==> src/rtl/cfg_key_defs.svh <==
// Constants for the configuration port key state machine.
`ifndef CFG_KEY_DEFS_SVH
`define CFG_KEY_DEFS_SVH
`define CFG_ENTRY_KEY 8'h55
`define CFG_EXIT_KEY 8'hAA
`define CFG_BASE_STRAP_LO 16'h002E
`define CFG_BASE_STRAP_HI 16'h004E
`define CFG_DATA_OFFSET 16'h0001
`define CFG_IDX_LDN 8'h07
`define CFG_IDX_ADDR_LOW 8'h26
`define CFG_IDX_ADDR_HIGH 8'h27
`define CFG_IDX_DEV_ID 8'h20
`define CFG_IDX_ACTIVATE 8'h30
`define CFG_NUM_LDN 16
`define CFG_BYTE_ZERO 8'h00
`define CFG_LDN_PAD 4'h0
`define CFG_DEV_ID_VALUE 8'hA5
`endif

==> src/rtl/cfg_key_pkg.sv <==
// Types shared by the configuration port logic.
package cfg_key_pkg;
	typedef enum logic {ST_RUN, ST_CONFIG} cfg_state_t;
endpackage : cfg_key_pkg

==> src/rtl/activate_bank.sv <==
// Per-logical-device activate bits, one byte each, with registered read data.
`timescale 1ns/1ps
`include "cfg_key_defs.svh"
module activate_bank (
	// Clock and reset.
	input wire logic mclk_i,
	input wire logic sys_rst_i,
	input wire logic soft_clr_i,
	// Write and read port.
	input wire logic we_i,
	input wire logic [3:0] ldn_i,
	input wire logic [7:0] wdata_i,
	output logic [7:0] rdata_o,
	output logic [15:0] active_o
);
	typedef struct packed {
		logic [`CFG_NUM_LDN-1:0][7:0] mem;
		logic [7:0] rdata;
	} bank_t;
	bank_t s_q, s_d;

	// All devices come up disabled after either reset.
	always_comb begin
		s_d = s_q;
		if (soft_clr_i) begin
			s_d.mem = '0;
		end else if (we_i) begin
			s_d.mem[ldn_i] = wdata_i;
		end
		s_d.rdata = s_d.mem[ldn_i];
	end

	always_ff @(posedge mclk_i or posedge sys_rst_i) begin
		if (sys_rst_i) begin
			s_q <= '0;
		end else begin
			s_q <= s_d;
		end
	end

	assign rdata_o = s_q.rdata;
	// Activate is bit 0 of each device's byte.
	always_comb begin
		for (int i = 0; i < `CFG_NUM_LDN; i++) begin
			active_o[i] = s_q.mem[i][0];
		end
	end
endmodule : activate_bank

==> src/rtl/cfg_port_key.sv <==
// Configuration key state machine with index/data port decode.
`timescale 1ns/1ps
`include "cfg_key_defs.svh"
module cfg_port_key (
	// Clock and reset.
	input wire logic mclk_i,
	input wire logic sys_rst_i,
	// Host reset pin and shared strap/GPIO pin.
	input wire logic host_reset_n_i,
	input wire logic shared_gpio_pin_i,
	// Host I/O cycle, one-cycle strobes from the bus decoder.
	input wire logic io_wr_i,
	input wire logic io_rd_i,
	input wire logic [15:0] io_addr_i,
	input wire logic [7:0] io_wdata_i,
	// Read answer.
	output logic [7:0] io_rdata_o,
	output logic io_rd_hit_o,
	// Status and controls.
	output logic in_config_o,
	output logic [15:0] ldn_active_o,
	output logic gpio_in_o,
	output logic [15:0] cfg_base_o
);
	typedef struct packed {
		logic [1:0] rst_sync;
		logic [1:0] pin_sync;
		logic strap;
		logic clr_pend;
		cfg_key_pkg::cfg_state_t state;
		logic [7:0] index;
		logic [3:0] ldn;
		logic [7:0] addr_low;
		logic [7:0] addr_high;
		logic [7:0] rdata;
		logic rd_hit;
		logic gpio_in;
	} cfg_s_t;
	cfg_s_t s_q, s_d;

	logic [15:0] base;
	logic key_hit;
	logic data_hit;
	logic bank_we;
	logic [7:0] bank_rdata;
	logic [7:0] dev_id;

	// Identity value is arbitrary.
	assign dev_id = `CFG_DEV_ID_VALUE;
	assign base = {s_q.addr_high, s_q.addr_low};
	assign key_hit = io_addr_i == base;
	assign data_hit = io_addr_i == (base + `CFG_DATA_OFFSET);
	assign bank_we = io_wr_i && data_hit && (s_q.state == cfg_key_pkg::ST_CONFIG)
		&& (s_q.index == `CFG_IDX_ACTIVATE);

	// Next-state logic; host reset seen low restarts the block.
	// The host reset pin and the strap pin pass two flops each before any decision.
	// Both chains have the same depth, so the strap seen with the last low reset
	// sample belongs to the same instant as that reset sample.
	// A key write and a data write can never hit together, since the data port
	// always sits one address above the key port.
	always_comb begin
		s_d = s_q;
		s_d.rst_sync = {s_q.rst_sync[0], host_reset_n_i};
		s_d.pin_sync = {s_q.pin_sync[0], shared_gpio_pin_i};
		s_d.gpio_in = s_q.pin_sync[1];
		s_d.rd_hit = 1'b0; // The read answer is a one-cycle pulse.
		s_d.clr_pend = 1'b0;
		if (!s_q.rst_sync[1]) begin
			// Strap is re-latched while the host reset is held, last value wins at release.
			s_d.state = cfg_key_pkg::ST_RUN;
			s_d.strap = s_q.pin_sync[1];
			// Only the low byte of the strap base is held here; the high byte is zero.
			s_d.addr_low = s_q.pin_sync[1] ? 8'(`CFG_BASE_STRAP_HI) : 8'(`CFG_BASE_STRAP_LO);
			s_d.addr_high = `CFG_BYTE_ZERO;
			s_d.index = `CFG_BYTE_ZERO;
			s_d.ldn = '0;
			s_d.clr_pend = 1'b1;
		end else begin
			case (s_q.state)
				cfg_key_pkg::ST_RUN: begin
					if (io_wr_i && key_hit && io_wdata_i == `CFG_ENTRY_KEY) begin
						s_d.state = cfg_key_pkg::ST_CONFIG;
					end // Any other byte is dropped.
				end
				cfg_key_pkg::ST_CONFIG: begin
					// The exit key is never stored as an index, so index 0xAA is unreachable.
					// A write wins over a read in the same cycle; the bus never issues both.
					if (io_wr_i && key_hit) begin
						if (io_wdata_i == `CFG_EXIT_KEY) begin
							s_d.state = cfg_key_pkg::ST_RUN;
						end else begin
							s_d.index = io_wdata_i;
						end
					end else if (io_wr_i && data_hit) begin
						case (s_q.index)
							`CFG_IDX_LDN: s_d.ldn = io_wdata_i[3:0];
							`CFG_IDX_ADDR_LOW: s_d.addr_low = io_wdata_i;
							`CFG_IDX_ADDR_HIGH: s_d.addr_high = io_wdata_i;
							default: s_d.ldn = s_q.ldn;
						endcase
					end else if (io_rd_i && (key_hit || data_hit)) begin
						s_d.rd_hit = 1'b1;
						if (key_hit) begin
							s_d.rdata = s_q.index;
						end else begin
							case (s_q.index)
								`CFG_IDX_LDN: s_d.rdata = {`CFG_LDN_PAD, s_q.ldn};
								`CFG_IDX_ADDR_LOW: s_d.rdata = s_q.addr_low;
								`CFG_IDX_ADDR_HIGH: s_d.rdata = s_q.addr_high;
								`CFG_IDX_DEV_ID: s_d.rdata = dev_id;
								// The bank register already holds the selected device's byte.
								`CFG_IDX_ACTIVATE: s_d.rdata = bank_rdata;
								default: s_d.rdata = `CFG_BYTE_ZERO;
							endcase
						end
					end
				end
				default: s_d.state = cfg_key_pkg::ST_RUN;
			endcase
		end
	end

	// Power-on reset gives the strap-low base; the strap is re-read once the reset is released.
	always_ff @(posedge mclk_i or posedge sys_rst_i) begin
		if (sys_rst_i) begin
			s_q <= '0;
			s_q.state <= cfg_key_pkg::ST_RUN;
			s_q.addr_low <= 8'(`CFG_BASE_STRAP_LO);
			s_q.clr_pend <= 1'b1;
		end else begin
			s_q <= s_d;
		end
	end

	activate_bank u_bank (
		.mclk_i(mclk_i),
		.sys_rst_i(sys_rst_i),
		.soft_clr_i(s_q.clr_pend),
		.we_i(bank_we),
		.ldn_i(s_q.ldn),
		.wdata_i(io_wdata_i),
		.rdata_o(bank_rdata),
		.active_o(ldn_active_o)
	);

	// Read data leaves straight from its register, so the host sees no mux glitch.
	// Activate reads are copied into that register at the same edge that samples the strobe, as all other reads are.
	assign io_rdata_o = s_q.rdata;
	assign io_rd_hit_o = s_q.rd_hit;
	assign in_config_o = s_q.state == cfg_key_pkg::ST_CONFIG;
	assign gpio_in_o = s_q.gpio_in;
	assign cfg_base_o = base;

	// Checks on the key sequence.
	a_entry_key: assert property (@(posedge mclk_i) disable iff (sys_rst_i)
		(s_q.rst_sync[1] && s_q.state == cfg_key_pkg::ST_RUN && io_wr_i && key_hit
		&& io_wdata_i == `CFG_ENTRY_KEY) |=> in_config_o) else $error("entry key missed");
	a_exit_key: assert property (@(posedge mclk_i) disable iff (sys_rst_i)
		(s_q.rst_sync[1] && in_config_o && io_wr_i && key_hit && io_wdata_i == `CFG_EXIT_KEY)
		|=> !in_config_o) else $error("exit key missed");
	a_run_ignore: assert property (@(posedge mclk_i) disable iff (sys_rst_i)
		(s_q.rst_sync[1] && !in_config_o && !(io_wr_i && key_hit && io_wdata_i == `CFG_ENTRY_KEY))
		|=> !in_config_o && $stable(s_q.index)) else $error("run state changed");
	a_run_noread: assert property (@(posedge mclk_i) disable iff (sys_rst_i)
		!in_config_o |=> !io_rd_hit_o) else $error("read answered in run");
	a_host_reset: assert property (@(posedge mclk_i) disable iff (sys_rst_i)
		!s_q.rst_sync[1] |=> !in_config_o ##1 (ldn_active_o == '0)) else $error("reset state wrong");
	a_strap_base: assert property (@(posedge mclk_i) disable iff (sys_rst_i)
		!s_q.rst_sync[1] |=> cfg_base_o == ($past(s_q.pin_sync[1]) ? `CFG_BASE_STRAP_HI
		: `CFG_BASE_STRAP_LO)) else $error("strap base wrong");
	a_relocate: assert property (@(posedge mclk_i) disable iff (sys_rst_i)
		(s_q.rst_sync[1] && in_config_o && io_wr_i && data_hit && s_q.index == `CFG_IDX_ADDR_LOW)
		|=> cfg_base_o[7:0] == $past(io_wdata_i)) else $error("relocation failed");
	a_gpio_path: assert property (@(posedge mclk_i) disable iff (sys_rst_i)
		1'b1 |-> ##3 gpio_in_o == $past(shared_gpio_pin_i, 3)) else $error("gpio path broken");

	// Checks on the index and data ports while configuring, and on data port writes in Run.
	// Every antecedent asks for a released host reset, since a held reset
	// overrides all port traffic and would make these checks fire falsely.
	// A key write other than the exit key lands in the index register.
	a_index_write: assert property (@(posedge mclk_i) disable iff (sys_rst_i)
		(s_q.rst_sync[1] && in_config_o && io_wr_i && key_hit && io_wdata_i != `CFG_EXIT_KEY)
		|=> s_q.index == $past(io_wdata_i)) else $error("index write lost");
	// A data write under index 0x07 selects the logical device.
	a_ldn_write: assert property (@(posedge mclk_i) disable iff (sys_rst_i)
		(s_q.rst_sync[1] && in_config_o && io_wr_i && data_hit && s_q.index == `CFG_IDX_LDN)
		|=> s_q.ldn == $past(io_wdata_i[3:0])) else $error("device select lost");
	// The high address byte relocates the port as the low byte does.
	a_relocate_high: assert property (@(posedge mclk_i) disable iff (sys_rst_i)
		(s_q.rst_sync[1] && in_config_o && io_wr_i && data_hit && s_q.index == `CFG_IDX_ADDR_HIGH)
		|=> cfg_base_o[15:8] == $past(io_wdata_i)) else $error("high relocation failed");
	// Every read of either port in Configuration with no write in the same cycle is answered on the next cycle.
	a_read_answer: assert property (@(posedge mclk_i) disable iff (sys_rst_i)
		(s_q.rst_sync[1] && in_config_o && io_rd_i && !io_wr_i && (key_hit || data_hit))
		|=> io_rd_hit_o) else $error("read not answered");
	// Reading the index port returns the current index.
	a_read_index: assert property (@(posedge mclk_i) disable iff (sys_rst_i)
		(s_q.rst_sync[1] && in_config_o && io_rd_i && !io_wr_i && key_hit)
		|=> io_rdata_o == $past(s_q.index)) else $error("index read wrong");
	// The identity register reads its fixed value.
	a_read_ident: assert property (@(posedge mclk_i) disable iff (sys_rst_i)
		(s_q.rst_sync[1] && in_config_o && io_rd_i && !io_wr_i && data_hit
		&& s_q.index == `CFG_IDX_DEV_ID) |=> io_rdata_o == `CFG_DEV_ID_VALUE) else $error("ident read wrong");
	// In Run a data port write must not reach any register.
	a_run_nowrite: assert property (@(posedge mclk_i) disable iff (sys_rst_i)
		(s_q.rst_sync[1] && !in_config_o && io_wr_i && data_hit)
		|=> $stable(cfg_base_o) && $stable(s_q.ldn) && $stable(ldn_active_o)) else $error("run write landed");
	c_enter: cover property (@(posedge mclk_i) !in_config_o ##1 in_config_o);
	c_exit: cover property (@(posedge mclk_i) in_config_o ##1 !in_config_o);
	c_activate: cover property (@(posedge mclk_i) bank_we);
	c_strap_hi: cover property (@(posedge mclk_i) cfg_base_o == `CFG_BASE_STRAP_HI);
	c_read: cover property (@(posedge mclk_i) io_rd_hit_o);
endmodule : cfg_port_key

==> config.mk <==
export PLATFORM = sky130hd
export DESIGN_NAME = cfg_port_key
export DESIGN_NICKNAME = d
export VERILOG_FILES = /design/src/rtl/cfg_key_pkg.sv /design/src/rtl/activate_bank.sv /design/src/rtl/cfg_port_key.sv
export VERILOG_INCLUDE_DIRS = /design/src /design/src/rtl
export SDC_FILE = /design/constraint.sdc
export NUM_CORES = 1
export LEC_CHECK = 0
export BUFFER_PORTS_ARGS = -buffer_cell sky130_fd_sc_hd__buf_4
export CAP_MARGIN = 20
export CORE_UTILIZATION = 55
export CTS_CLUSTER_SIZE = 10
export DETAILED_ROUTE_END_ITERATION = 8
export PLACE_DENSITY = 0.85
export RECOVER_POWER = 100
export SLEW_MARGIN = 0
export SYNTH_ARGS = -nofsm -noshare
export SYNTH_HDL_FRONTEND = slang
export SYNTH_SLANG_ARGS = --single-unit
==> constraint.sdc <==
create_clock -name mclk_i -period 6.3 [get_ports mclk_i]
set_input_delay 1.26 -clock mclk_i [delete_from_list [all_inputs] [get_ports mclk_i]]
set_output_delay 1.26 -clock mclk_i [all_outputs]
set_load 0.01 [all_outputs]
# Word-level counts from Yosys, hierarchy flattened
# Index checks and enable logic that the tools add are counted.
[word_totals]
ff_bits = 180
latch_bits = 0
ram_bits = 0
mem_bits_ro = 0
wordCells = 90
mem_count = 0
[classes]
n_addsub = 1
mul = 0
n_div = 0
order_cmp = 2
n_eq_ne = 17
shifts = 0
mux = 26
n_bitwise = 3
n_reduce_logical = 13
[op_table]
columns = ["op", "count"]
rows = [
  ["$mux W128", 2],
  ["$bwmux W128", 1],
  ["$mux W29", 2],
  ["$mux W8", 6],
  ["$pmux W8 S5", 1],
  ["$mux W37", 1],
  ["$bmux W8 S4", 1],
  ["$demux W8 S4", 1],
  ["$eq A16 B16 Y1", 2],
  ["$eq A8 B6 Y1 const B", 4],
  ["$mux W9", 3],
  ["$mux W20", 1],
  ["$add A16 B1 Y16 const B", 1],
  ["$reduce_and A4 Y1", 3],
  ["$ne A2 B1 Y1 const B", 5],
  ["$eq A8 B3 Y1 const B", 1],
  ["$eq A8 B7 Y1 const B", 1],
  ["$eq A8 B8 Y1 const B", 1],
  ["$logic_and A1 B1 Y1", 7],
  ["$mux W7", 1],
  ["$ne A2 B2 Y1 const B", 3],
  ["$lt A4 B5 Y1 const B", 1],
  ["$reduce_and A5 Y1", 1],
  ["$ge A4 B1 Y1 const B", 1],
  ["other kinds (6)", 11],
]

# Depth between registers and ports, before layout
[logic_depth]
ltp_word = 9
mapped_depth = 15
ltp_nobuf = 10

# Modules after synthesis
# A second synthesis with hierarchy kept.
[unflattened]
hier_cells = 1067
area_unflattened_um2 = 10198.5
[by_module_without_submodules]
columns = ["module", "n_inst", "cells_each", "area_each_um2"]
rows = [
  ["activate_bank", 1, 739, 7209.4],
  ["cfg_port_key", 1, 328, 2989.1],
]

# Worst setup path after synthesis
# Ideal clock, no wire load.
[synth_timing]
kind = "input -> register"
from = "input io_addr_i[4]"
to = "register u_bank.s_q, in the netlist u_bank.rdata_o[3]"
setup_ps = 139
t_arrival_ps = 3641
path_slack_ps = 2520
stages = 11
path_buffers = 2
cell_sequence = "xnor2_1 -> mux2i_1 -> a22oi_1 -> nor4b_2 -> nand4b_4 -> buf_6 -> buf_6 -> nor3_1 -> mux2_2 -> a2111oi_2 -> o32ai_1"
[synth_lines]
columns = ["item", "line", "text"]
rows = [
  ["start: declaration", "cfg_port_key.sv:14", "input wire logic [15:0] io_addr_i,"],
  ["end signal: assignment", "activate_bank.sv:35", "s_q <= '0;"],
  ["end signal: assignment", "activate_bank.sv:37", "s_q <= s_d;"],
  ["end: declaration", "activate_bank.sv:20", "bank_t s_q, s_d;"],
]

==> flow_summary_export.csv <==
group,metric,value,unit
timing,tns,0,ns
worst_setup_path,critPathCaptureType,"register",
synthesis,seq_area_frac_synth,41.6,%
route,via_count,9813,
clocking,cts_hold_buf,0,
hold_path,hp-class,"register to register",
synthesis,netlist_instances,1188,
synthesis,synth-seq-cells,180,
die,dieArea,20300,sq um
clocking,ctsLongestPathBuffers,2,
finish,antenna_cells,0,
timing,timing.hold.ws,0.349,ns
worst_setup_path,start_kind,"register",
timing,skew,0.0104,ns
route,via_per_inst,6.86,
global_routing,grt_use_met3,8.61,%
finish,num-nets-final,1189,
clocking,post_cts.repair.setup_buffers,0,
clocking,clk_pin_slew,0.07,ns
clocking,ctsHtreeMaxLevel,4,
clocking,clk_latency,0.44,ns
finish,final_layout_size_suffix_gt1_share,11.1,%
global_routing,grt_overflow,0,
finish,final_cell_mix,"dfrtp_1, nand2_1, a21oi_1",
die,die_h,142,microns
synthesis,synth_cell_types,88,
die,pin_count,73,
pwr,powerDensity,206,nW/um^2
timing,slew_violations,130,
pwr,total_leakage_power,0.00472,uW
timing,slew-limit-headroom,-60.0,%
place,port_buffers,72,
worst_setup_path,critPathKind,"register to register",
timing,finalHoldViolCount,0,
global_routing,grt_usage,33.6,%
route,first_pass_iters,7,
die,start_util,57.0,%
global_routing,antenna_found_initial,0,
synthesis,synth_area,10800,sq um
die,rows,50,
synthesis,postSynthNetCount,1219,
finish,final_common_cell,"dfrtp_1",
place,pre_cts_slack,1.47,ns
synthesis,yosys_warnings,0,
route,wl_per_cell,23.2,microns
synthesis,syn_avg_cell_area,9.12,sq um
die,die-width,142,microns
finish,fin_area,11500,sq um
clocking,post_cts_resized,0,
route,drcViolationCount,0,
route,drt_iter0_markers,1361,
clocking,clock_sinks,180,
global_routing,busiest_layer,"met2",
run,maxCapViolations,2,
global_routing,met1_usage,43.7,%
global_routing,grt_max_degree,94,
route,ant_nets,0,
clocking,tritoncts,"done",
timing,setup_violations,0,
worst_setup_path,crit_fanout,42,
global_routing,grt_pass1_vias,9290,
global_routing,grt_pass1_wl,51.8,mm
finish,syn_to_final_growth,6.13,%
place,place_inst,1399,
status,outcome,"complete, but fails checks",
synthesis,synth_edf_count,0,
synthesis,synth-main-ff-cell,"dfrtp_1",
clocking,cts-root-buf,"clkbuf_16",
global_routing,grt_util_met2,50.7,%
worst_setup_path,worstPathArrival,5.56,ns
timing,max_freq,191,MHz
pwr,ir_worst_vdd,266,uV
finish,instances_no_fill,1431,
route,wl,33.2,mm
timing,min_period_over_period,83.3,%
status,violations,"max-capacitance violations, max-slew violations",
timing,layout_min_cycle_time,5.25,ns
timing,final.setup.worst_slack,1.05,ns
place,detailed_place.area,11100,sq um
timing,grt_setup_unrepaired,"no",
synthesis,async_flop_share,100,%
die,coreArea,19000,sq um
worst_setup_path,worst-endpoint-required,6.61,ns
timing,tightest_slew,2.39,ns
place,gp_congestion,0.926,
place,hpwl,21.3,mm
clocking,numCtsBuffers,17,
final cells by class:
type / count / area (sq um)
clock buffers: 17 / 425
repair buffers: 91 / 536
flip-flops and latches: 180 / 4510
fillers: 1642 / 7510
well taps: 260 / 325
multi-input cells: 845 / 5450
clock inverters: 15 / 161
inverters: 23 / 87.6
worst paths after layout:
| kind | slack, ns | end | cells past startpoint | from |
|---|---|---|---|---|
| worst max-delay path | 1.05 | u_bank.rdata_o[1] | 10 | cfg_base_o[5] |
| worst min-delay path | 0.35 | s_q[44] | 0 | s_d[44] |
| worst max register to register | 1.05 | u_bank.rdata_o[1] | 10 | cfg_base_o[5] |
| worst min register to register | 0.35 | s_q[44] | 0 | s_d[44] |
| max in group asynchronous | 2.22 | u_bank.active_o[11] | 3 | sys_rst_i |
| min in group asynchronous | 1.44 | cfg_base_o[11] | 2 | sys_rst_i |
cell usage after synthesis (all sizes together), types with 11 or more instances:
cell type  count  share of area, %
nand3         39               1.8
nor4          23               1.5
a22oi         21               1.5
nand4         23               1.4
nand2        117               4.1
buf           70               4.5
o21ai         59               2.7
nor2b         13              0.75
a21oi        114               5.3
dfrtp        175                40
mux2i         90               8.3
inv           22              0.76
or3           13              0.75
xor2          11              0.96
mux2          17               1.8
nor2         110               3.9
o31ai         17               1.6
clkbuf        70               2.4
nor3          27               2.3
stage by stage:
step           total power, uW  utilization (%)
2_1_floorplan             1270                -
3_3_place_gp              1320             58.5
3_5_place_dp              1320             58.5
4_1_cts                   2380             61.6
5_1_grt                   2430             60.5
6_report                  2370             60.5
per-layer routing:
metal	routed length (microns)	share of wire [%]	up-vias
met5	0	0	-
met4	2040	6.1	0
met3	4090	12	181
met2	14500	44	761
met1	12500	38	4666
li1	-	-	4205
report_power, final:
part / internal, uW / switching [uW]
clock: 565 / 511
combinational: 31.6 / 89.9
sequential: 1160 / 15.0
total: 1760 / 616
kinds of logic after synthesis:
| kind of cell | Yosys count | synth area share, % |
|---|---|---|
| compound gates | 308 | 18.9 |
| buf+inv | 163 | 7.71 |
| mux | 107 | 10.1 |
| simple gates | 408 | 19.7 |
| flops | 180 | 41.6 |
| fa+ha+maj | 1 | 0.115 |
| xor+xnor | 21 | 1.84 |
critical path, stage by stage (launching register included):
cell and delay (ns):
dfstp_1 0.79, nand4_1 0.55, nor3_1 0.49, xor2_1 0.12
o31ai_1 0.62, nand4b_4 0.77, buf_12 0.46, nor2_1 0.43
mux2i_1 0.20, o221a_2 0.35, o311ai_0 0.32
flip-flops by register name (all words and copies together), names as in the netlist:
signal and count:
gpio_in_o 1, cfg_base_o 16, u_bank.active_o 16, io_rdata_o 8, s_d 3, u_bank.rdata_o 8, u_bank.s_q 112, s_q 14
io_rd_hit_o 1, in_config_o 1
No activity file was read; power rests on OpenSTA's default activity.
